## config.mk

```make
export PLATFORM = sky130hd
export DESIGN_NAME = sis_core
export DESIGN_NICKNAME = d
export VERILOG_FILES = /design/src/inc/sis_pkg.sv /design/src/hw/sis_core.sv
export SDC_FILE = /design/constraint.sdc
export NUM_CORES = 1
export LEC_CHECK = 0
export BUFFER_PORTS_ARGS = -buffer_cell sky130_fd_sc_hd__buf_2
export CAP_MARGIN = 20
export CORE_MARGIN = 5
export CORE_UTILIZATION = 50
export CTS_BUF_LIST = sky130_fd_sc_hd__clkbuf_4 sky130_fd_sc_hd__clkbuf_8
export DETAILED_ROUTE_END_ITERATION = 7
export PLACE_DENSITY = 0.69
export SKIP_CTS_REPAIR_TIMING = 1
export SYNTH_ARGS = -nofsm -noshare
export SYNTH_HDL_FRONTEND = slang
export SYNTH_SLANG_ARGS = --single-unit
```

## constraint.sdc

```tcl
create_clock -name clk_i -period 10.25 [get_ports clk_i]
set_input_delay 2.5625 -clock clk_i [delete_from_list [all_inputs] [get_ports clk_i]]
set_output_delay 2.5625 -clock clk_i [all_outputs]
set_load 0.005 [all_outputs]
```

## src/inc/sis_pkg.sv

```systemverilog
// Purpose: Shared constants and types for the interface setup register block.
// Assumes: Seven-bit register addresses and eight-bit registers.
// Notes:   Field positions follow the interface setup register layout.
package sis_pkg;

	////////////////////////////////////////////////////////////////////////
	// Register map and field layout.
	localparam int        SIS_ADDR_W        = 7;
	localparam logic [6:0] SIS_ADDR_SETUP   = 7'h00;
	localparam logic [6:0] SIS_ADDR_FIRST   = 7'h01;
	localparam logic [7:0] SIS_SETUP_RESET  = 8'h10;
	localparam logic [7:0] SIS_SCRATCH_RESET = 8'h00;
	localparam int        SIS_BIT_RST_HI    = 7;
	localparam int        SIS_BIT_DIR       = 5;
	localparam int        SIS_BIT_SOE       = 4;
	localparam int        SIS_BIT_RST_LO    = 0;
	localparam int        SIS_BIT_READ      = 7;
	localparam logic [2:0] SIS_LAST_BIT     = 3'h7;

	////////////////////////////////////////////////////////////////////////
	// Serial pins carried together through the synchroniser.
	typedef struct packed {
		logic sclk;
		logic cs_n;
		logic sdi;
	} sis_pins_t;

	// Frame phases.
	typedef enum logic [2:0] {
		SIS_IDLE  = 3'b001,
		SIS_INSTR = 3'b010,
		SIS_DATA  = 3'b100
	} sis_state_t;

endpackage

```

## src/hw/sis_core.sv

```systemverilog
// Purpose: Serial register slave holding the interface setup register.
// Assumes: Mode 0 serial link, sampled by clk_i; host keeps its own rules.
// Notes:   Instruction byte is read flag plus seven-bit address, then data.
// Summary of operation
// - Both reset bits in one write reset registers.
// - Soft reset does not restore setup register; the same write stores its direction bit.
// - Upper reset bit alone does nothing.
// - Direction zero decrements address per byte.
// - Direction one increments address per byte.
// - Setup register at 0x00, resets 0x10.
// - Lower reset bit sits at bit 0.
// - Streaming steps address for every data byte.
module sis_core
	import sis_pkg::*;
#(
	parameter int NUM_SCRATCH = 8
) (
	// Clock, reset and enable.
	input  wire logic clk_i,
	input  wire logic rst_i,
	input  wire logic ce_i,
	// Serial link pins.
	input  wire logic sclk_i,
	input  wire logic cs_n_i,
	input  wire logic sdi_i,
	output logic      sdo_o,
	output logic      sdo_oe_o,
	// Status toward the rest of the device.
	output logic      soft_reset_o,
	output logic      step_up_o
);

	////////////////////////////////////////////////////////////////////////
	// Pin synchroniser: three stages, a change counts when stages two and three agree.
	sis_pins_t  pins_s1;
	sis_pins_t  pins_s2;
	sis_pins_t  pins_s3;
	sis_pins_t  pins;
	sis_pins_t  pins_prev;
	wire sis_pins_t pins_in    = '{sclk: sclk_i, cs_n: cs_n_i, sdi: sdi_i};
	wire sis_pins_t pins_agree = ~(pins_s2 ^ pins_s3);
	wire sis_pins_t next_pins  = (pins_s3 & pins_agree) | (pins & ~pins_agree);

	// Samples and filters the link pins; idle levels are clock low and select high.
	always_ff @(posedge clk_i or posedge rst_i) begin
		if (rst_i) begin
			pins_s1   <= '{sclk: 1'b0, cs_n: 1'b1, sdi: 1'b0};
			pins_s2   <= '{sclk: 1'b0, cs_n: 1'b1, sdi: 1'b0};
			pins_s3   <= '{sclk: 1'b0, cs_n: 1'b1, sdi: 1'b0};
			pins      <= '{sclk: 1'b0, cs_n: 1'b1, sdi: 1'b0};
			pins_prev <= '{sclk: 1'b0, cs_n: 1'b1, sdi: 1'b0};
		end else if (ce_i) begin
			pins_s1   <= pins_in;
			pins_s2   <= pins_s1;
			pins_s3   <= pins_s2;
			pins      <= next_pins;
			pins_prev <= pins;
		end
	end

	////////////////////////////////////////////////////////////////////////
	// Frame state and shifters.
	sis_state_t                  state;
	logic [2:0]                  bit_cnt;
	logic [7:0]                  rx;
	logic [7:0]                  tx;
	logic [SIS_ADDR_W-1:0]       addr;
	logic                        rd;
	logic                        dir;
	logic [7:0]                  scratch [NUM_SCRATCH];

	// Edge and byte decoding.
	wire                  sclk_rise  = pins.sclk & ~pins_prev.sclk & ~pins.cs_n;
	wire                  sclk_fall  = ~pins.sclk & pins_prev.sclk & ~pins.cs_n;
	wire [7:0]            rx_next    = {rx[6:0], pins.sdi};
	wire                  instr_ph   = (state != SIS_DATA);
	wire                  byte_done  = ce_i & sclk_rise & (bit_cnt == SIS_LAST_BIT);
	wire                  instr_done = byte_done & instr_ph;
	wire                  data_done  = byte_done & ~instr_ph;
	wire                  wr_byte    = data_done & ~rd;
	wire                  wr_setup   = wr_byte & (addr == SIS_ADDR_SETUP);
	wire                  do_soft    = wr_setup & rx_next[SIS_BIT_RST_HI] & rx_next[SIS_BIT_RST_LO];
	wire [SIS_ADDR_W-1:0] stepped    = dir ? addr + 7'h01 : addr - 7'h01;

	// Read mux for the byte about to be shifted out.
	wire [SIS_ADDR_W-1:0] rd_addr  = instr_ph ? rx_next[6:0] : stepped;
	wire [SIS_ADDR_W-1:0] scr_idx  = rd_addr - SIS_ADDR_FIRST;
	wire                  scr_hit  = (rd_addr >= SIS_ADDR_FIRST) && (scr_idx < 7'(NUM_SCRATCH));
	wire [7:0]            setup_rd = (SIS_SETUP_RESET & ~(8'h01 << SIS_BIT_DIR)) | (8'(dir) << SIS_BIT_DIR);
	wire [7:0]            rd_data  = (rd_addr == SIS_ADDR_SETUP) ? setup_rd :
	                                 scr_hit ? scratch[scr_idx[$clog2(NUM_SCRATCH)-1:0]] : 8'h00;

	// Write slot for the current data byte; addresses past the scratch range are dropped.
	wire [SIS_ADDR_W-1:0] scr_wr_idx = addr - SIS_ADDR_FIRST;
	wire                  scr_wr_hit = (addr >= SIS_ADDR_FIRST) && (scr_wr_idx < 7'(NUM_SCRATCH));

	// Frame sequencing: instruction byte, then data bytes while select stays low.
	always_ff @(posedge clk_i or posedge rst_i) begin
		if (rst_i) begin
			state    <= SIS_IDLE;
			bit_cnt  <= 3'h0;
			rx       <= 8'h00;
			tx       <= 8'h00;
			addr     <= SIS_ADDR_SETUP;
			rd       <= 1'b0;
			sdo_oe_o <= 1'b0;
		end else if (ce_i) begin
			if (pins.cs_n) begin
				state    <= SIS_IDLE;
				bit_cnt  <= 3'h0;
				sdo_oe_o <= 1'b0;
			end else begin
				if (state == SIS_IDLE) begin
					state <= SIS_INSTR;
				end
				if (sclk_rise) begin
					rx      <= rx_next;
					bit_cnt <= bit_cnt + 3'h1;
				end
				if (instr_done) begin
					state    <= SIS_DATA;
					rd       <= rx_next[SIS_BIT_READ];
					addr     <= rx_next[6:0];
					sdo_oe_o <= rx_next[SIS_BIT_READ];
					tx       <= rd_data;
				end else if (data_done) begin
					addr <= stepped;
					tx   <= rd_data;
				end else if (sclk_fall && bit_cnt != 3'h0 && state == SIS_DATA) begin
					tx <= {tx[6:0], 1'b0};
				end
			end
		end
	end

	assign sdo_o     = tx[7];
	assign step_up_o = dir;

	////////////////////////////////////////////////////////////////////////
	// Register writes and software reset; only the direction bit is writable at 0x00.
	always_ff @(posedge clk_i or posedge rst_i) begin
		if (rst_i) begin
			dir          <= SIS_SETUP_RESET[SIS_BIT_DIR];
			soft_reset_o <= 1'b0;
			for (int i = 0; i < NUM_SCRATCH; i++) begin
				scratch[i] <= SIS_SCRATCH_RESET;
			end
		end else if (ce_i) begin
			soft_reset_o <= do_soft;
			if (wr_setup) begin
				dir <= rx_next[SIS_BIT_DIR];
			end
			if (do_soft) begin
				for (int i = 0; i < NUM_SCRATCH; i++) begin
					scratch[i] <= SIS_SCRATCH_RESET;
				end
			end else if (wr_byte && scr_wr_hit) begin
				scratch[scr_wr_idx[$clog2(NUM_SCRATCH)-1:0]] <= rx_next;
			end
		end
	end
endmodule

```

==> flow_summary.yaml <==
timing:
  finalSetupViolCount: 0
  fin_skew_ps: 9.245
  hold_viol: 0
  holdWs_ps: 505.1
  tightest_slew_ps: 953.2
  fmax_ghz: 0.1874
  slew_headroom_pct: 36.22
  min_period_over_period_pct: 52.06
  slew_violations: 0
  finalCriticalPeriod_ps: 5336
  rsz0062_at_grt: "no"
  fin_tns_setup_ps: 0
routing:
  num_vias: 3963
  drtIter0Drc: 353
  vias_per_cell: 5.828
  drc_errors: 0
  wl_per_cell_um: 18.15
  detail-route-antenna-nets: 0
  first_pass_iters: 6
  drt_wl_total_um: 12340
synthesis:
  syn_area_per_cell_um2: 10.27
  syn_area_mm2: 0.005578
  synth_top_area_share_pct: 46.66
  synth_edf_count: 0
  ys_ff_latch: 109
  ys.flop_type: "dfrtp_1"
  synth_common_cells: "104 x dfrtp_1, 87 x nand2_1, 58 x nor2_1"
  yosysWarnings: 0
  ys_types: 59
  synth_area_leader_cell: "dfrtp_1"
  synth_seq_area_share_pct: 49.01
  synth_most_common_cell: "dfrtp_1"
  syn-instance-count: 543
  synth_nets: 557
  ys_async_sr_fraction_pct: 100.0
  synth_area_leaders: "dfrtp_1 47%, mux2i_1 8.8%, nand2_1 5.9%"
grt:
  grt_pass1_wl_um: 20940
  grt_pass1_vias: 3936
  met1_usage_pct: 29.37
  grtUsageMet3_pct: 3.812
  gr-usage-met2_pct: 30.56
  antenna_found_initial: 0
  grt-busiest-layer: "met2"
  grt_max_degree: 69
  grt.total_usage_pct: 20.15
  grt-ovfl-total: 0
power:
  ir_drop_mv: 0.07683
  p_int_mw: 0.6983
  p_switching_mw: 0.3680
  p_per_area_mw_per_mm2: 180.6
  p_sw_share_pct: 34.51
  pwr-share-seq_pct: 51.5
  p_comb_share_pct: 25.0
  p_leak_nw: 2.643
  clkPwrFrac_pct: 23.5
floorplanning:
  core-area_mm2: 0.01089
  dieArea_mm2: 0.01337
  dieWidth_um: 115.6
  die_h_um: 115.6
  boundaryPins: 10
  rows: 38
  start_util_pct: 51.23
clocking:
  clk_latency_ps: 380
  cts_tree: "yes"
  cts.htree.levels: 3
  path_clk_slew_ps: 100
  clockBufferDepth: 2
  numCtsBuffers: 9
  cts_sinks: 109
  cts-root-buf: "clkbuf_8"
min_path:
  hold_path.class: "flip-flop to flip-flop"
worst_setup_path:
  critPathMaxStageDelay_ps: 770
  crit_path_top_delay_cell: "nor2_1"
  end_kind: "flip-flop"
  required_ps: 10480
  path_max_fanout: 26
  crit_type: "primary input to flip-flop"
  arrival_ps: 5570
  worstPathCellList: "buf_2 -> nor4bb_2 -> nand2_1 -> nor2_2 -> o211ai_1 -> nor2_1 -> o21ai_0"
  startpoint_type: "primary input"
place:
  io_buffers: 9
  postPlaceCellArea_mm2: 0.005694
  gpl.final_weighted_congestion: 0.8582
  dp_hpwl_um: 7985
final_layout:
  drive_gt1_share_pct: 15.37
  fin_area_mm2: 0.005906
  n_antenna_cell: 0
  nets: 549
  syn2layout_area_growth_pct: 5.877
  fillers: 922
run_status:
  run_status: "complete, no violations"
flow_run:
  timing.max_cap.violations: 0
[power groups by stage]
stage | logic (mW) | registers [mW] | clock network, mW
detailed placement | 0.264 | 0.556 | 0
global placement | 0.257 | 0.552 | 0
finish | 0.267 | 0.550 | 0.250
floorplan | 0.239 | 0.509 | 0
global route | 0.294 | 0.558 | 0.274
CTS | 0.266 | 0.548 | 0.257
[worst paths after layout]
path                                 start           to  slack, ps  depth (start not counted)
worst max-delay path                  ce_i  scratch[25]       4910                          7
worst min-delay path            bit_cnt[0]   bit_cnt[0]        510                          2
worst max register to register     addr[0]        tx[4]       6640                         11
worst min register to register  bit_cnt[0]   bit_cnt[0]        510                          2
max in group asynchronous            rst_i        tx[3]       6780                          3
min in group asynchronous            rst_i        rx[1]       2220                          2
[logic make-up after synthesis]
logic type | Yosys count | share of synthesized area [%]
xor gates and xnor gates | 7 | 1.099
AOI/OAI and AO/OA | 100 | 10.77
muxes | 81 | 18.08
and+or+nand+nor | 187 | 15.41
DFF | 109 | 49.01
buffers and inverters | 51 | 3.836
adders and majority gates | 8 | 1.795
[flip-flops by register name (all words and copies together), names as in the netlist, 3 cells and up, named ones only]
name     count
pins_s3      3
pins_s1      3
pins_s2      3
scratch     64
tx           8
rx           7
state        3
bit_cnt      3
addr         7
[per-stage QoR]
stage          setup WS, ps  instances  util [%]  power [mW]
2_1_floorplan          4822        543         -      0.7477
4_1_cts                4097        677     54.00       1.071
6_report               4914        680     54.24       1.066
3_5_place_dp           3673        661     52.30      0.8205
3_3_place_gp           3911        661     52.30      0.8091
5_1_grt                4448        680     54.24       1.126
[routing by layer]
layer | routed length [um] | part of all wire [%] | vias to the layer above
met1 | 5858 | 47 | 1975
li1 | - | - | 1873
met3 | 560 | 4.5 | 21
met2 | 5689 | 46 | 94
met4 | 235 | 1.9 | 0
met5 | 0 | 0 | -
[layout by cell type, fill, tap and decap left out, types with 3 or more instances in the layout]
cell type / synthesis / routed
nand2b_1: 4 / 4
clkinv_2: 0 / 3
or4_1: 3 / 3
mux2_2: 18 / 18
o21ai_0: 45 / 45
nor2b_1: 3 / 3
buf_4: 2 / 7
dfrtp_1: 104 / 104
dfstp_2: 5 / 5
o21ai_1: 5 / 5
nand3_1: 5 / 5
nor2_4: 3 / 3
a31oi_1: 4 / 4
o22ai_1: 9 / 9
a21oi_1: 17 / 16
xnor2_1: 5 / 5
nand4_1: 3 / 3
nor3_1: 3 / 3
nand2_1: 87 / 87
and3_1: 3 / 3
ha_1: 8 / 8
nor2_1: 58 / 58
mux2i_1: 49 / 49
mux4_2: 14 / 14
inv_1: 13 / 12
clkbuf_8: 0 / 11
buf_2: 11 / 9
[area by class of cell]
cell class	instances	area (um^2)	area share, %
flip-flops and latches	109	2734	46.29
clock buffers	11	151.4	2.564
well taps	140	175.2	2.966
inverters	14	55.05	0.9322
clock inverters	5	33.78	0.5720
repair buffers	18	116.4	1.970
multi-input cells	383	2640	44.70
[critical path: cells and delay by family]
kind / cells / cell delay (ps)
AND/OR/NAND/NOR: 4 / 2180
AO/OA/AOI/OAI: 2 / 430
buffers and inverters: 1 / 370
Note: power is estimated with default switching activity, not from simulation.
